`config.mk`:
```
export PLATFORM = sky130hd
export DESIGN_NAME = monitor_measurement_control
export DESIGN_NICKNAME = d
export VERILOG_FILES = /design/src/rtl/monitor_measurement_control_pkg.sv /design/src/rtl/monitor_measurement_control.sv
export VERILOG_INCLUDE_DIRS = /design/src /design/src/rtl
export SDC_FILE = /design/constraint.sdc
export NUM_CORES = 1
export LEC_CHECK = 0
export BUFFER_PORTS_ARGS = -buffer_cell sky130_fd_sc_hd__buf_2
export CAP_MARGIN = 10
export CORE_MARGIN = 1.5
export CORE_UTILIZATION = 55
export DETAILED_ROUTE_END_ITERATION = 7
export PLACE_DENSITY_LB_ADDON = 0.15
export SKIP_CTS_REPAIR_TIMING = 1
export SLEW_MARGIN = 10
export SYNTH_ARGS = -nofsm -noshare
export SYNTH_HDL_FRONTEND = slang
export SYNTH_SLANG_ARGS = --single-unit
```
`constraint.sdc`:
```
create_clock -name clock -period 3.43 [get_ports clock]
set_clock_uncertainty 0.05 [all_clocks]
set_input_delay 0.686 -clock clock [delete_from_list [all_inputs] [get_ports clock]]
set_output_delay 0.686 -clock clock [all_outputs]
set_load 0.02 [all_outputs]
```
`src/rtl/monitor_measurement_control_params.svh`:
```
`ifndef MONITOR_MEASUREMENT_CONTROL_PARAMS_SVH
`define MONITOR_MEASUREMENT_CONTROL_PARAMS_SVH
// register offsets
`define VOLT_VALUE_BASE_OFS 8'h20
`define REMOTE_ONE_TEMP_OFS 8'h25
`define LOCAL_TEMP_OFS      8'h26
`define REMOTE_TWO_TEMP_OFS 8'h27
`define SECOND_STATUS_OFS   8'h42
`define CODE_OFS            8'h43
`define FAN1_MIN_HIGH_OFS   8'h55
`define SECOND_CONFIG_OFS   8'h73
`define SECOND_MASK_OFS     8'h75
`define FRACTION_OFS        8'h77
// field positions
`define CODE_CHANGE_BIT     0
`define PIN_SELECT_BIT      7
`define SIXTH_CODE_BIT      5
`define AVG_OFF_BIT         4
`define BYPASS_BIT          5
`define SINGLE_BIT          6
`define CHAN_SEL_MSB        7
`define CHAN_SEL_LSB        5
`define REMOTE2_FRAC_LSB    6
`define LOCAL_FRAC_LSB      4
`define REMOTE1_FRAC_LSB    2
// channel codes
`define CH_12V              3'h4
`define FIRST_TEMP_CH       3'h5
// reset values
`define TEMP_RESET          8'h80
`define FRAC_RESET          8'h00
`define CONFIG_RESET        8'h00
`define MASK_RESET          8'h00
`define CODE_RESET          1'h0
`define FAN1_MIN_HIGH_RESET 8'hff
`define VOLT_RESET          8'h00
// timing
`define AVG_COUNT           16
`define CLK_PERIOD_NS       40
`define CODE_SAMPLE_NS      11000
`define VOLT_CONV_NS        711000
`define TEMP_MEAS_NS        25500000
`endif

```
`src/rtl/monitor_measurement_control_pkg.sv`:
```
package monitor_measurement_control_pkg;
    typedef logic [2:0] chan_t;
    typedef enum logic [3:0] {
        SEQ_PACE  = 4'b0001,
        SEQ_START = 4'b0010,
        SEQ_WAIT  = 4'b0100,
        SEQ_STORE = 4'b1000
    } seq_state_e;
    typedef struct packed {
        logic  start;
        chan_t channel;
        logic  bypass;
    } adc_req_s;
    typedef struct packed {
        logic       done;
        logic [9:0] data;
    } adc_rsp_s;
endpackage : monitor_measurement_control_pkg

```
`src/rtl/monitor_measurement_control.sv`:
```
`timescale 1ns/1ps
`include "monitor_measurement_control_params.svh"
// Operation
// - flag when code differs from 11 us earlier
// - detection only in sixth-input mode, status bit0
// - voltages average sixteen conversions by default
// - config bit4 gives single-conversion voltage results
// - config bit5 bypasses all input attenuators
// - config bit6 converts only selected channel
// - fan1 high bits 7:5 select channel
// - local temperature msbs at 26h
// - ten-bit twos complement, quarter degree steps
// - remote temperature averages sixteen cycles
// - fractions of channels in shared register
// - fraction fields at 7:6, 5:4, 3:2
// - two lsbs weigh half and quarter degree
// - code bit7 selects pin function
// - fraction read freezes temperature results until all three msbs read
module monitor_measurement_control
    import monitor_measurement_control_pkg::*;
#(
    parameter int VOLT_CONV_CYCLES = `VOLT_CONV_NS / `CLK_PERIOD_NS,
    parameter int TEMP_CONV_CYCLES = `TEMP_MEAS_NS / (`AVG_COUNT * `CLK_PERIOD_NS)
) (
    // clock and reset
    input  wire logic       clock,
    input  wire logic       reset_n,
    // register port
    input  wire logic [7:0] reg_addr,
    input  wire logic [7:0] reg_wdata,
    input  wire logic       reg_write,
    input  wire logic       reg_read,
    output logic      [7:0] reg_rdata,
    // code pins, bit 5 is the shared pin
    input  wire logic [5:0] voltage_identification_code,
    input  wire logic       over_limit_12v,
    // converter front end
    output adc_req_s        adc_req,
    input  wire adc_rsp_s   adc_rsp,
    // alert
    output logic            irq
);
    // longest window rounds down
    localparam int CODE_SAMPLE_CYCLES = `CODE_SAMPLE_NS / `CLK_PERIOD_NS;
    localparam int AVG_SHIFT          = $clog2(`AVG_COUNT);

    logic       [8:0]  code_tick_cnt_r;
    logic              code_tick;
    logic       [7:0]  config_r;
    logic       [7:0]  mask_r;
    logic       [7:0]  fan1_high_r;
    logic              pin_sel_r;
    logic       [5:0]  code_now;
    logic       [5:0]  code_prev_r;
    logic              change_event;
    logic              flag_event;
    logic              flag_r;
    logic              status_clr;
    seq_state_e        state_r;
    chan_t             chan_r;
    chan_t             chan_nxt;
    logic       [19:0] pace_r;
    logic              pace_done;
    logic       [13:0] sum_r;
    logic       [13:0] sample_ext;
    logic       [4:0]  count_r;
    logic       [4:0]  needed;
    logic              is_temp;
    logic       [9:0]  result;
    logic              store;
    logic       [7:0]  volt_r [0:4];
    logic       [9:0]  temp_work_r [0:2];
    logic       [9:0]  temp_vis_r [0:2];
    logic       [2:0]  pend_r;
    logic              freeze_r;
    logic              frac_read;
    logic       [7:0]  rd_val;

    // code sampling tick
    assign code_tick = (code_tick_cnt_r == 9'(CODE_SAMPLE_CYCLES - 1));

    always_ff @(posedge clock or negedge reset_n) begin
        if (!reset_n) begin
            code_tick_cnt_r <= 9'h000;
        end else if (code_tick) begin
            code_tick_cnt_r <= 9'h000;
        end else begin
            code_tick_cnt_r <= code_tick_cnt_r + 9'h001;
        end
    end

    // software registers
    always_ff @(posedge clock or negedge reset_n) begin
        if (!reset_n) begin
            config_r    <= `CONFIG_RESET;
            mask_r      <= `MASK_RESET;
            fan1_high_r <= `FAN1_MIN_HIGH_RESET;
            pin_sel_r   <= `CODE_RESET;
        end else if (reg_write) begin
            if (reg_addr == `SECOND_CONFIG_OFS) begin
                config_r <= reg_wdata;
            end else if (reg_addr == `SECOND_MASK_OFS) begin
                mask_r <= reg_wdata;
            end else if (reg_addr == `FAN1_MIN_HIGH_OFS) begin
                fan1_high_r <= reg_wdata;
            end else if (reg_addr == `CODE_OFS) begin
                pin_sel_r <= reg_wdata[`PIN_SELECT_BIT];
            end
        end
    end

    // shared pin reads as zero while it measures 12 V
    assign code_now = pin_sel_r ? voltage_identification_code
                                : {1'b0, voltage_identification_code[4:0]};

    always_ff @(posedge clock or negedge reset_n) begin
        if (!reset_n) begin
            code_prev_r <= 6'h00;
        end else if (code_tick) begin
            code_prev_r <= code_now;
        end
    end

    // compares against the sample one tick back, so a glitch between ticks is missed
    assign change_event = code_tick && pin_sel_r && (code_now != code_prev_r);
    assign flag_event   = pin_sel_r ? change_event : over_limit_12v;
    assign status_clr   = reg_read && (reg_addr == `SECOND_STATUS_OFS);

    // an event in the clearing cycle wins over the read
    always_ff @(posedge clock or negedge reset_n) begin
        if (!reset_n) begin
            flag_r <= 1'b0;
        end else if (flag_event) begin
            flag_r <= 1'b1;
        end else if (status_clr) begin
            flag_r <= 1'b0;
        end
    end

    assign irq = flag_r && !mask_r[`CODE_CHANGE_BIT];

    // conversion sequencer
    assign is_temp   = (chan_r >= `FIRST_TEMP_CH);
    assign needed    = (!is_temp && config_r[`AVG_OFF_BIT]) ? 5'h01 : 5'(`AVG_COUNT);
    assign pace_done = is_temp ? (pace_r == 20'(TEMP_CONV_CYCLES - 1))
                               : (pace_r == 20'(VOLT_CONV_CYCLES - 1));
    assign sample_ext = is_temp ? {{4{adc_rsp.data[9]}}, adc_rsp.data}
                                : {4'h0, adc_rsp.data};
    // arithmetic shift keeps the sign of temperature averages
    assign result = (needed == 5'h01) ? sum_r[9:0]
                                      : 10'($signed(sum_r) >>> AVG_SHIFT);
    assign store  = (state_r == SEQ_STORE);

    always_comb begin
        chan_nxt = chan_r + 3'h1;
        if (config_r[`SINGLE_BIT]) begin
            chan_nxt = fan1_high_r[`CHAN_SEL_MSB:`CHAN_SEL_LSB];
        end else if (pin_sel_r && (chan_nxt == `CH_12V)) begin
            chan_nxt = `FIRST_TEMP_CH;
        end
    end

    always_ff @(posedge clock or negedge reset_n) begin
        if (!reset_n) begin
            state_r <= SEQ_PACE;
            pace_r  <= 20'h00000;
        end else begin
            case (state_r)
                SEQ_PACE: begin
                    if (pace_done) begin
                        pace_r  <= 20'h00000;
                        state_r <= SEQ_START;
                    end else begin
                        pace_r <= pace_r + 20'h00001;
                    end
                end
                SEQ_START: begin
                    state_r <= SEQ_WAIT;
                end
                SEQ_WAIT: begin
                    if (adc_rsp.done) begin
                        state_r <= ((count_r + 5'h01) >= needed) ? SEQ_STORE : SEQ_PACE;
                    end
                end
                SEQ_STORE: begin
                    state_r <= SEQ_PACE;
                end
                default: begin
                    state_r <= SEQ_PACE;
                end
            endcase
        end
    end

    always_ff @(posedge clock or negedge reset_n) begin
        if (!reset_n) begin
            sum_r   <= 14'h0000;
            count_r <= 5'h00;
        end else if (store) begin
            sum_r   <= 14'h0000;
            count_r <= 5'h00;
        end else if ((state_r == SEQ_WAIT) && adc_rsp.done) begin
            sum_r   <= sum_r + sample_ext;
            count_r <= count_r + 5'h01;
        end
    end

    always_ff @(posedge clock or negedge reset_n) begin
        if (!reset_n) begin
            chan_r <= 3'h0;
        end else if (store) begin
            chan_r <= chan_nxt;
        end
    end

    assign adc_req.start   = (state_r == SEQ_START);
    assign adc_req.channel = chan_r;
    assign adc_req.bypass  = config_r[`BYPASS_BIT];

    // result storage
    generate
        for (genvar i = 0; i < 5; i++) begin : g_volt
            always_ff @(posedge clock or negedge reset_n) begin
                if (!reset_n) begin
                    volt_r[i] <= `VOLT_RESET;
                end else if (store && (chan_r == 3'(i))) begin
                    volt_r[i] <= result[9:2];
                end
            end
        end
        for (genvar t = 0; t < 3; t++) begin : g_temp
            always_ff @(posedge clock or negedge reset_n) begin
                if (!reset_n) begin
                    temp_work_r[t] <= {`TEMP_RESET, 2'h0};
                end else if (store && (chan_r == 3'(t + 5))) begin
                    temp_work_r[t] <= result;
                end
            end
            // visible copy trails the working value while not frozen
            always_ff @(posedge clock or negedge reset_n) begin
                if (!reset_n) begin
                    temp_vis_r[t] <= {`TEMP_RESET, 2'h0};
                end else if (!freeze_r) begin
                    temp_vis_r[t] <= temp_work_r[t];
                end
            end
            always_ff @(posedge clock or negedge reset_n) begin
                if (!reset_n) begin
                    pend_r[t] <= 1'b0;
                end else if (frac_read) begin
                    pend_r[t] <= 1'b1;
                end else if (reg_read && (reg_addr == (`REMOTE_ONE_TEMP_OFS + 8'(t)))) begin
                    pend_r[t] <= 1'b0;
                end
            end
        end
    endgenerate

    assign frac_read = reg_read && (reg_addr == `FRACTION_OFS);

    // freeze ends once every temperature msb register has been read
    always_ff @(posedge clock or negedge reset_n) begin
        if (!reset_n) begin
            freeze_r <= 1'b0;
        end else if (frac_read) begin
            freeze_r <= 1'b1;
        end else if (freeze_r && (pend_r == 3'h0)) begin
            freeze_r <= 1'b0;
        end
    end

    // read decode
    always_comb begin
        rd_val = 8'h00;
        if (reg_addr == `REMOTE_ONE_TEMP_OFS) begin
            rd_val = temp_vis_r[0][9:2];
        end else if (reg_addr == `LOCAL_TEMP_OFS) begin
            rd_val = temp_vis_r[1][9:2];
        end else if (reg_addr == `REMOTE_TWO_TEMP_OFS) begin
            rd_val = temp_vis_r[2][9:2];
        end else if (reg_addr == `FRACTION_OFS) begin
            rd_val = `FRAC_RESET;
            rd_val[`REMOTE2_FRAC_LSB +: 2] = temp_vis_r[2][1:0];
            rd_val[`LOCAL_FRAC_LSB +: 2]   = temp_vis_r[1][1:0];
            rd_val[`REMOTE1_FRAC_LSB +: 2] = temp_vis_r[0][1:0];
        end else if (reg_addr == `SECOND_STATUS_OFS) begin
            rd_val[`CODE_CHANGE_BIT] = flag_r;
        end else if (reg_addr == `CODE_OFS) begin
            rd_val = {pin_sel_r, 1'b0, code_now};
        end else if (reg_addr == `FAN1_MIN_HIGH_OFS) begin
            rd_val = fan1_high_r;
        end else if (reg_addr == `SECOND_CONFIG_OFS) begin
            rd_val = config_r;
        end else if (reg_addr == `SECOND_MASK_OFS) begin
            rd_val = mask_r;
        end else if ((reg_addr >= `VOLT_VALUE_BASE_OFS) && (reg_addr < `REMOTE_ONE_TEMP_OFS)) begin
            rd_val = volt_r[3'(reg_addr - `VOLT_VALUE_BASE_OFS)];
        end
    end

    always_ff @(posedge clock or negedge reset_n) begin
        if (!reset_n) begin
            reg_rdata <= 8'h00;
        end else if (reg_read) begin
            reg_rdata <= rd_val;
        end else begin
            reg_rdata <= 8'h00;
        end
    end
endmodule : monitor_measurement_control

```
# Word-level counts from Yosys, hierarchy flattened
# Cells that the tools add are included.
dict set report op_classes {
  addsub 6
  multipliers 0
  div 0
  n_lt_le_gt_ge 5
  n_eq_ne 28
  shifts 0
  n_mux 43
  bitwise_logic 4
  reduce_logical 36
}
# operator n
set ops {}
lappend ops {{$mux W8} 12}
lappend ops {{$eq A8 B7 Y1 const B} 6}
lappend ops {{$mux W14} 3}
lappend ops {{$bmux W8 S3} 1}
lappend ops {{$eq A8 B6 Y1 const B} 3}
lappend ops {{$logic_and A1 B1 Y1} 21}
lappend ops {{$add A20 B1 Y20 const B} 1}
lappend ops {{$eq A20 B15 Y1 const B} 1}
lappend ops {{$eq A20 B16 Y1 const B} 1}
lappend ops {{$mux W20} 1}
lappend ops {{$eq A3 B3 Y1 const B} 5}
lappend ops {{$mux W5} 3}
lappend ops {{$add A14 B14 Y14} 1}
lappend ops {{$mux W1} 13}
lappend ops {{$mux W4} 3}
lappend ops {{$pmux W4 S3} 1}
lappend ops {{$reduce_bool A2 Y1} 6}
lappend ops {{$mux W10} 1}
lappend ops {{$add A9 B1 Y9 const B} 1}
lappend ops {{$eq A9 B9 Y1 const B} 1}
lappend ops {{$mux W9} 1}
lappend ops {{$ge A8 B6 Y1 const B} 1}
lappend ops {{$lt A8 B6 Y1 const B} 1}
lappend ops {{$mux W7} 1}
lappend ops {{other kinds (25)} 33}
dict set report totals {
  register_bits 199
  latchBits 0
  mem_bits_rw 0
  romBits 0
  in_bits 38
  output_inout_bits 14
  wordCells 150
  memories 0
}

# Longest topological paths before layout
# Gate-level depths: netlist of run 1.
dict set report depth {
  ltp_word 16
  ltp_mapped 12
  mapped_depth_nobuf 11
}

# Worst setup path before layout of run 1
# OpenSTA, ideal clock, no wires.
dict set report synth_path {
  path_kind {reg2reg}
  from {reg chan_r[1]}
  to {reg sum_r[13]}
  setup_ns 0.086
  arrival_time_ns 2.748
  required_ns 3.294
  path_slack_ns 0.546
  stages_incl_launch_ff 12
  n_path_buf 0
  synth_period_minus_slack_ns 2.884
  cell_sequence {dfrtp_1 inv_1 ha_1 o21ai_0 nor2_1 ha_1 a21o_1 a211oi_1 nand2_1 a2111oi_0 nor3_1 nor3_1}
}
dict set report synth_via {
  elab_chain_len 5
}
# element line_no
set synth_lines {}
lappend synth_lines {{start: declaration} monitor_measurement_control.sv:60} ;# chan_t chan_r;
lappend synth_lines {{start signal: assignment} monitor_measurement_control.sv:212} ;# chan_r <= chan_nxt;
lappend synth_lines {{$ge A3 B3 Y1 (no source line)} -}
lappend synth_lines {{$mux W14} monitor_measurement_control.sv:147} ;# assign sample_ext = is_temp ? {{4{adc_rsp.data[9]}}, adc_rsp.data}
lappend synth_lines {{$add A14 B14 Y14} monitor_measurement_control.sv:203} ;# sum_r <= sum_r + sample_ext;
lappend synth_lines {{$mux W14} monitor_measurement_control.sv:202} ;# end else if ((state_r == SEQ_WAIT) && adc_rsp.done) begin
lappend synth_lines {{$mux W14} monitor_measurement_control.sv:199} ;# end else if (store) begin
lappend synth_lines {{end signal: assignment} monitor_measurement_control.sv:203}
lappend synth_lines {{end: declaration} monitor_measurement_control.sv:64} ;# logic [13:0] sum_r;
# Every way passes these cells. The select of a mux whose other input is x is not followed.
# A chain may end at the register's enable or synchronous reset.

# Worst setup path in the final report of run 1
# Same ends and word-level chain as after synthesis.

==> flow_metrics.py, run 1 <==
metrics = {
    "timing": {
        "setup_viol": 0,
        "fmax_mhz": 346.0,
        "tightest_slew_ps": 888.6,
        "hold_violations": 0,
        "fin_ws_ps": 539.8,
        "grt_setup_unrepaired": "no",
        "period_share_pct": 84.26,
        "maxSlewViolCount": 0,
        "slew_headroom_pct": 39.06,
        "layout_min_cycle_time_ps": 2890,
        "finalSetupTns_ps": 0,
    },
    "die": {
        "fp-row-count": 49,
        "die_h_um": 138.7,
        "start_util_pct": 56.20,
        "fp.dieW_um": 138.7,
        "core-area_sq_um": 18020,
        "io_pins": 52,
        "dieArea_sq_um": 19240,
    },
    "routing": {
        "firstDrtPassIters": 7,
        "ant_nets": 0,
        "dr_total_vias": 7744,
        "wl_per_cell_um": 18.81,
        "via_per_inst": 6.008,
        "wl_mm": 24.25,
        "drc_errors": 0,
        "initialDrtViolationCount": 590,
    },
    "setup_path": {
        "ff2ff_setup_slack_ps": 540,
        "rr_worst_depth": 11,
        "cp-start-kind": "flop",
        "worst_path_dominant_cell_family": "compound AO/OA/AOI/OAI gates",
        "path_depth": 11,
        "crit_type": "reg -> reg",
        "cp_cell_sequence": "inv_1, ha_1, o21ai_0, nor2_1, ha_1, a21o_1, a211oi_1, nand2_1, a2111oi_0, nor3_1, nor3_1",
        "cp_max_fo": 7,
        "cp.buffers_inverters": 1,
        "rr_startpoint": "chan_r[1]$_DFFE_PN0P_",
        "cp_slowest_cell": "dfrtp_1",
        "crit_path_start": "chan_r[1]$_DFFE_PN0P_",
        "worstPathArrival_ps": 3210,
        "r2r_end": "sum_r[13]$_DFFE_PN0P_",
        "endpoint": "sum_r[13]$_DFFE_PN0P_",
        "crit_path_end_kind": "flop",
        "cp_slowest_stage_delay_ps": 440,
        "critPathRequiredTime_ps": 3750,
    },
    "power": {
        "clockPowerShare_pct": 43.4,
        "p_per_area_nw_per_um2": 408.4,
        "ir_drop_v": 0.0003193,
        "netSwitchingFraction_pct": 25.21,
        "sequentialPowerShare_pct": 51.9,
        "switchingPower_mw": 1.158,
        "pwr-share-comb_pct": 4.7,
        "p_int_mw": 3.436,
        "power.leakage_nw": 5.115,
    },
    "clock_tree": {
        "clk_latency_ps": 440,
        "cts_buffer_depth": 2,
        "cts-root-buf": "clkbuf_16",
        "cts_buffers": 17,
        "clkSinkCount": 199,
        "htree_num_levels": 4,
        "cts_tree": "built",
        "cts.clk_slew.worst_paths_ps": 80,
    },
    "global_route": {
        "overflow": 0,
        "grt_max_degree": 78,
        "grt_pass1_vias": 7675,
        "grt_usage_pct": 26.61,
        "antenna_found_initial": 0,
        "grt_pass1_wl_mm": 40.48,
    },
    "yosys": {
        "synth_cell_type_count": 70,
        "syn_inst": 1005,
        "async_flop_share_pct": 100.0,
        "synth_edf_count": 0,
        "syn_nets": 1071,
        "syn_avg_cell_area_sq_um": 10.08,
        "synth_area_sq_um": 10130,
        "synth-warning-count": 0,
        "dominantRegCellSynth": "dfrtp_1",
        "synth-seq-cells": 199,
        "synth.yosys.seq_area_share_pct": 49.35,
    },
    "placed_design": {
        "dpl_worst_slack_ps": 518.2,
        "dp_hpwl_mm": 17.20,
        "place.port_buffers": 51,
        "gp_congestion": 0.9246,
    },
    "worst_hold_path": {
        "hp-class": "in -> async",
    },
    "status": {
        "status": "completed",
    },
    "cells_and_area": {
        "diodes": 0,
        "seq_area_sq_um": 4999,
        "num-fill-cells": 1482,
        "layout.nets": 1113,
        "drive_above_1_share_pct": 17.92,
        "area_growth_pct": 11.04,
        "multi_input_area_sq_um": 4851,
    },
    "flow_run": {
        "cap_viol_max_count": 0,
    },
}
==> logic make-up (layout without fill, tap and decap cells) <==
kind of cell | count (synthesis) | in the layout | synth area share (%)
fa+ha+maj | 28 | 28 | 3.533
xor+xnor | 36 | 36 | 3.113
flops | 199 | 199 | 49.35
buf+inv | 68 | 123 | 2.767
mux | 77 | 77 | 9.264
compound gates | 246 | 246 | 14.98
simple gates | 351 | 351 | 17.00
==> metal layers <==
layer,global-route usage (%),part of all wire [%]
met1,36.71,45
met5,0,0
met3,6.146,6.5
met2,41.76,46
met4,9.156,2.3
==> worst min path at each step <==
stage	from	end	slack [ps]	depth (start not counted)
detailed placement	temp_work_r[17]$_DFFE_PN0P_	temp_work_r[17]$_DFFE_PN0P_	420	2
global placement	volt_r[39]$_DFFE_PN0P_	volt_r[39]$_DFFE_PN0P_	410	2
floorplan	reset_n	chan_r[0]$_DFFE_PN0P_	340	0
CTS	reset_n	volt_r[31]$_DFFE_PN0P_	240	1
global route	reset_n	config_r[3]$_DFFE_PN0P_	250	1
finish	reset_n	volt_r[31]$_DFFE_PN0P_	210	1
==> per-stage QoR <==
step	area, sq um	hold slack (ps)	std cells	util [%]	power (mW)
2_1_floorplan	10130	340.4	1005	-	2.525
3_3_place_gp	10650	407.8	1257	59.09	2.643
3_5_place_dp	10650	418.5	1257	59.09	2.646
4_1_cts	11250	237.3	1289	62.40	4.640
5_1_grt	11250	253.1	1289	62.40	4.753
6_report	11250	214.6	1289	62.40	4.594
==> sequential cells by signal (all words and copies together), names as in the netlist <==
name             count
chan_r               3
code_prev_r          6
code_tick_cnt_r      9
config_r             8
count_r              5
fan1_high_r          8
flag_r               1
freeze_r             1
mask_r               8
pace_r              20
pend_r               3
pin_sel_r            1
reg_rdata            8
state_r              4
sum_r               14
temp_vis_r          30
temp_work_r         30
volt_r              40
==> power by group through the flow <==
| stage | Clock, mW | Combinational, mW | Sequential [mW] |
|---|---|---|---|
| 2_1_floorplan | 0 | 0.106 | 2.42 |
| 4_1_cts | 2.04 | 0.218 | 2.38 |
| 5_1_grt | 2.12 | 0.243 | 2.38 |
| 6_report | 1.99 | 0.216 | 2.38 |
| 3_5_place_dp | 0 | 0.217 | 2.43 |
| 3_3_place_gp | 0 | 0.215 | 2.43 |
==> area by class of cell <==
cell class / instances / share of cell area (%)
clock inverters: 14 / 1.413
clock buffers: 18 / 3.904
multi-input cells: 738 / 43.13
well taps: 229 / 2.547
repair buffers: 71 / 3.904
inverters: 20 / 0.6674
flip-flops and latches: 199 / 44.44
==> layout by cell type, fill, tap and decap left out, drive strengths merged, types with 8 or more instances in the layout <==
master	netlist	final
buf	16	70
inv	20	26
nor4b	8	8
a21o	9	9
mux4	8	8
and2	9	9
nor3	25	25
o31ai	11	11
clkbuf	32	19
dfrtp	184	184
nor2b	12	12
nand3	35	35
mux2i	15	15
nand4	8	8
nand2	136	136
dfstp	15	15
a211oi	12	12
xnor2	17	17
xor2	19	19
ha	27	27
nor2	69	69
o21ai	104	104
a21oi	50	50
mux2	54	54
nand2b	10	10
==> synthesized netlist by cell type (5+ instances only) <==
library cell  count  area share [%]
a211oi_1         11            0.82
a21o_1            9            0.67
a21oi_1          50             2.5
and2_1            8            0.49
and3_1            5            0.31
buf_1             5            0.19
buf_2             8            0.40
clkbuf_1         32             1.2
dfrtp_1         184              45
dfstp_2          15             3.9
ha_1             27             3.3
inv_1            20            0.74
mux2_2           54             6.0
mux2i_1          15             1.5
mux4_2            8             1.8
nand2_1         135             5.0
nand2b_1         10            0.62
nand3_1          35             1.7
nand3b_1          7            0.52
nand4_1           8            0.49
nor2_1           68             2.5
nor2b_1          12            0.74
nor3_1           24             1.2
nor4b_1           6            0.52
o21a_1            5            0.37
o21ai_0         104             5.1
o221ai_1          7            0.61
o31ai_1          11            0.82
or3_1             6            0.37
or4_1             5            0.37
xnor2_1          17             1.5
xor2_1           19             1.6
No activity file was read; power rests on OpenSTA's default activity.
==> run 2: changes to the inputs <==
- ABC_AREA: not set -> 1
- clock period: 3.43 -> 2.8 ns (I/O delays scaled with it)
==> flow_metrics.py, run 2 <==
metrics = {
    "timing": {
        "setup_viol": 0,
        "period_share_pct": 88.48,
        "layout_min_cycle_time_ps": 2477,
        "hold_violations": 0,
        "fmax_mhz": 403.7,
        "grt_setup_unrepaired": "no",
        "maxSlewViolCount": 0,
        "slew_headroom_pct": 43.98,
        "tightest_slew_ps": 840.3,
        "hold_slack_ps": 61.59,
        "finalSetupTns_ps": 0,
    },
    "clock_tree": {
        "htree_num_levels": 4,
        "cts_tree": "built",
        "clkSinkCount": 199,
        "cts-root-buf": "clkbuf_16",
        "clk_latency_ps": 440,
        "cts.clk_slew.worst_paths_ps": 70,
        "cts_buffers": 17,
        "cts_buffer_depth": 2,
    },
    "routing": {
        "dr_total_vias": 8382,
        "drc_errors": 9,
        "wl_per_cell_um": 14.99,
        "wl_mm": 23.83,
        "via_per_inst": 5.272,
        "initialDrtViolationCount": 513,
        "ant_nets": 0,
        "firstDrtPassIters": 8,
    },
    "global_route": {
        "grt_pass1_vias": 8224,
        "grt_usage_pct": 26.12,
        "grt_max_degree": 68,
        "antenna_found_initial": 0,
        "overflow": 0,
        "grt_pass1_wl_mm": 40.44,
    },
    "die": {
        "dieArea_sq_um": 19510,
        "fp.dieW_um": 139.7,
        "fp-row-count": 49,
        "io_pins": 52,
        "core-area_sq_um": 18150,
        "start_util_pct": 56.63,
        "die_h_um": 139.7,
    },
    "yosys": {
        "synth-seq-cells": 199,
        "syn_inst": 1280,
        "synthXorXnorAreaFrac_pct": 2.471,
        "synth.largest_area_cell": "dfrtp_1",
        "synth_compound_area_share_pct": 11.07,
        "synth_cell_type_count": 45,
        "synth.yosys.seq_area_share_pct": 48.64,
        "synth.most_common_cell": "nand2_1",
        "synth_adder_area_share_pct": 3.482,
        "synthSimpleGateAreaFrac_pct": 22.83,
        "synth_area_sq_um": 10280,
        "syn_nets": 1346,
        "synth-warning-count": 0,
        "synth.area.top_cells": "dfrtp_1 (45%), nand2_1 (13%), o21ai_0 (7.5%)",
        "syn_avg_cell_area_sq_um": 8.029,
        "synth_top_family_by_area": "simple AND/OR/NAND/NOR gates",
        "synth_commonest_cells": "nand2_1 (350), inv_1 (194), dfrtp_1 (184)",
        "synth.mux.area_fraction_pct": 2.727,
        "async_flop_share_pct": 100.0,
        "synth_top_area_share_pct": 44.80,
        "synth_edf_count": 0,
        "dominantRegCellSynth": "dfrtp_1",
    },
    "cells_and_area": {
        "drive_above_1_share_pct": 13.23,
        "seq_area_sq_um": 4999,
        "reg.largest.list": "volt_r (40), temp_vis_r (30), temp_work_r (30)",
        "final_common_cell": "nand2_1",
        "num-fill-cells": 1569,
        "area_growth_pct": 12.17,
        "fin_cells": 1590,
        "largest_reg_flops": 40,
        "layout_common_cells": "nand2_1 (350), inv_1 (194), dfrtp_1 (184)",
        "top_register": "volt_r",
        "layout.nets": 1415,
        "postLayoutCellArea_sq_um": 11530,
        "diodes": 0,
        "multi_input_area_sq_um": 4383,
    },
    "setup_path": {
        "worstPathArrival_ps": 2750,
        "critPathRequiredTime_ps": 3070,
        "cp-start-kind": "flop",
        "cp_max_fo": 6,
        "crit_path_end_kind": "flop",
        "crit_type": "reg -> reg",
    },
    "placed_design": {
        "place_area_sq_um": 10950,
        "place.port_buffers": 51,
        "gp_congestion": 0.9182,
        "place_inst": 1559,
        "dp_hpwl_mm": 17.61,
    },
    "power": {
        "ir_drop_v": 0.0004353,
        "power.leakage_nw": 5.803,
        "p_per_area_nw_per_um2": 498.8,
    },
    "status": {
        "status": "finished with violations",
        "failed_checks": "design-rule violations",
    },
    "worst_hold_path": {
        "hp-class": "in -> async",
    },
    "flow_run": {
        "cap_viol_max_count": 0,
    },
}
==> run 2: area by class of cell <==
class                      count  area share, %
clock buffer                  18          3.723
clock inverter                13          1.248
inverter                     202          6.599
multi-input combinational    848          38.02
sequential                   199          43.36
tap                          229          2.485
timing repair buffer          81          4.569
==> run 2: critical path, stage by stage, from the launching register on <==
cell     delay (ps)
dfrtp_1         430
inv_1           130
ha_1            200
inv_1           170
a21oi_4         100
nand2_1         100
inv_1            80
ha_1            350
inv_1            90
nor3_1          250
nand3_1         100
nand3_1         110
a21oi_1          60
o21ai_0          80
nand2_1          60
==> run 2: path summary, 6_finish.rpt <==
path	startpoint	to	slack [ps]	depth (start not counted)
min in group clock	voltage_identification_code[0]	code_prev_r[0]$_DFFE_PN0N_	320	3
setup / recovery	chan_r[1]$_DFFE_PN0P_	sum_r[12]$_DFFE_PN0P_	320	14
hold reg to reg	temp_work_r[29]$_DFFE_PN1P_	temp_vis_r[29]$_DFFE_PN1N_	430	2
setup reg to reg	chan_r[1]$_DFFE_PN0P_	sum_r[12]$_DFFE_PN0P_	320	14
max in group asynchronous	reset_n	fan1_high_r[7]$_DFFE_PN1P_	1860	2
hold / removal	reset_n	temp_vis_r[28]$_DFFE_PN0N_	60	1
==> run 2: cells by family after synthesis <==
kind of cell             Yosys count
XOR/XNOR                          29
buffers and inverters            233
flip-flops                       199
multiplexers                      25
AO/OA/AOI/OAI                    216
AND/OR/NAND/NOR                  550
adder cells (fa/ha/maj)           28
==> run 2: metal layers <==
| metal | track usage, % | routed length (um) | vias to the layer above |
|---|---|---|---|
| li1 | - | - | 4197 |
| met1 | 36.07 | 11150 | 3968 |
| met2 | 42.73 | 11230 | 179 |
| met3 | 3.269 | 898 | 38 |
| met4 | 9.252 | 549 | 0 |
| met5 | 0 | 0 | - |
==> run 2: metrics by stage <==
| step | power [mW] | utilization (%) | setup WS [ps] |
|---|---|---|---|
| finish | 5.751 | 63.53 | 322.7 |
| global route | 5.936 | 63.53 | 30.21 |
| CTS | 5.786 | 63.49 | 269.8 |
| detailed placement | 3.359 | 60.33 | 254.7 |
| global placement | 3.353 | 60.33 | 286.5 |
| floorplan | 3.178 | - | 390.7 |
==> run 2: report_power, final <==
part	internal, mW	total [mW]	switching [mW]
registers	2.91	2.94	0.0290
clock network	1.33	2.45	1.12
logic	0.116	0.365	0.249
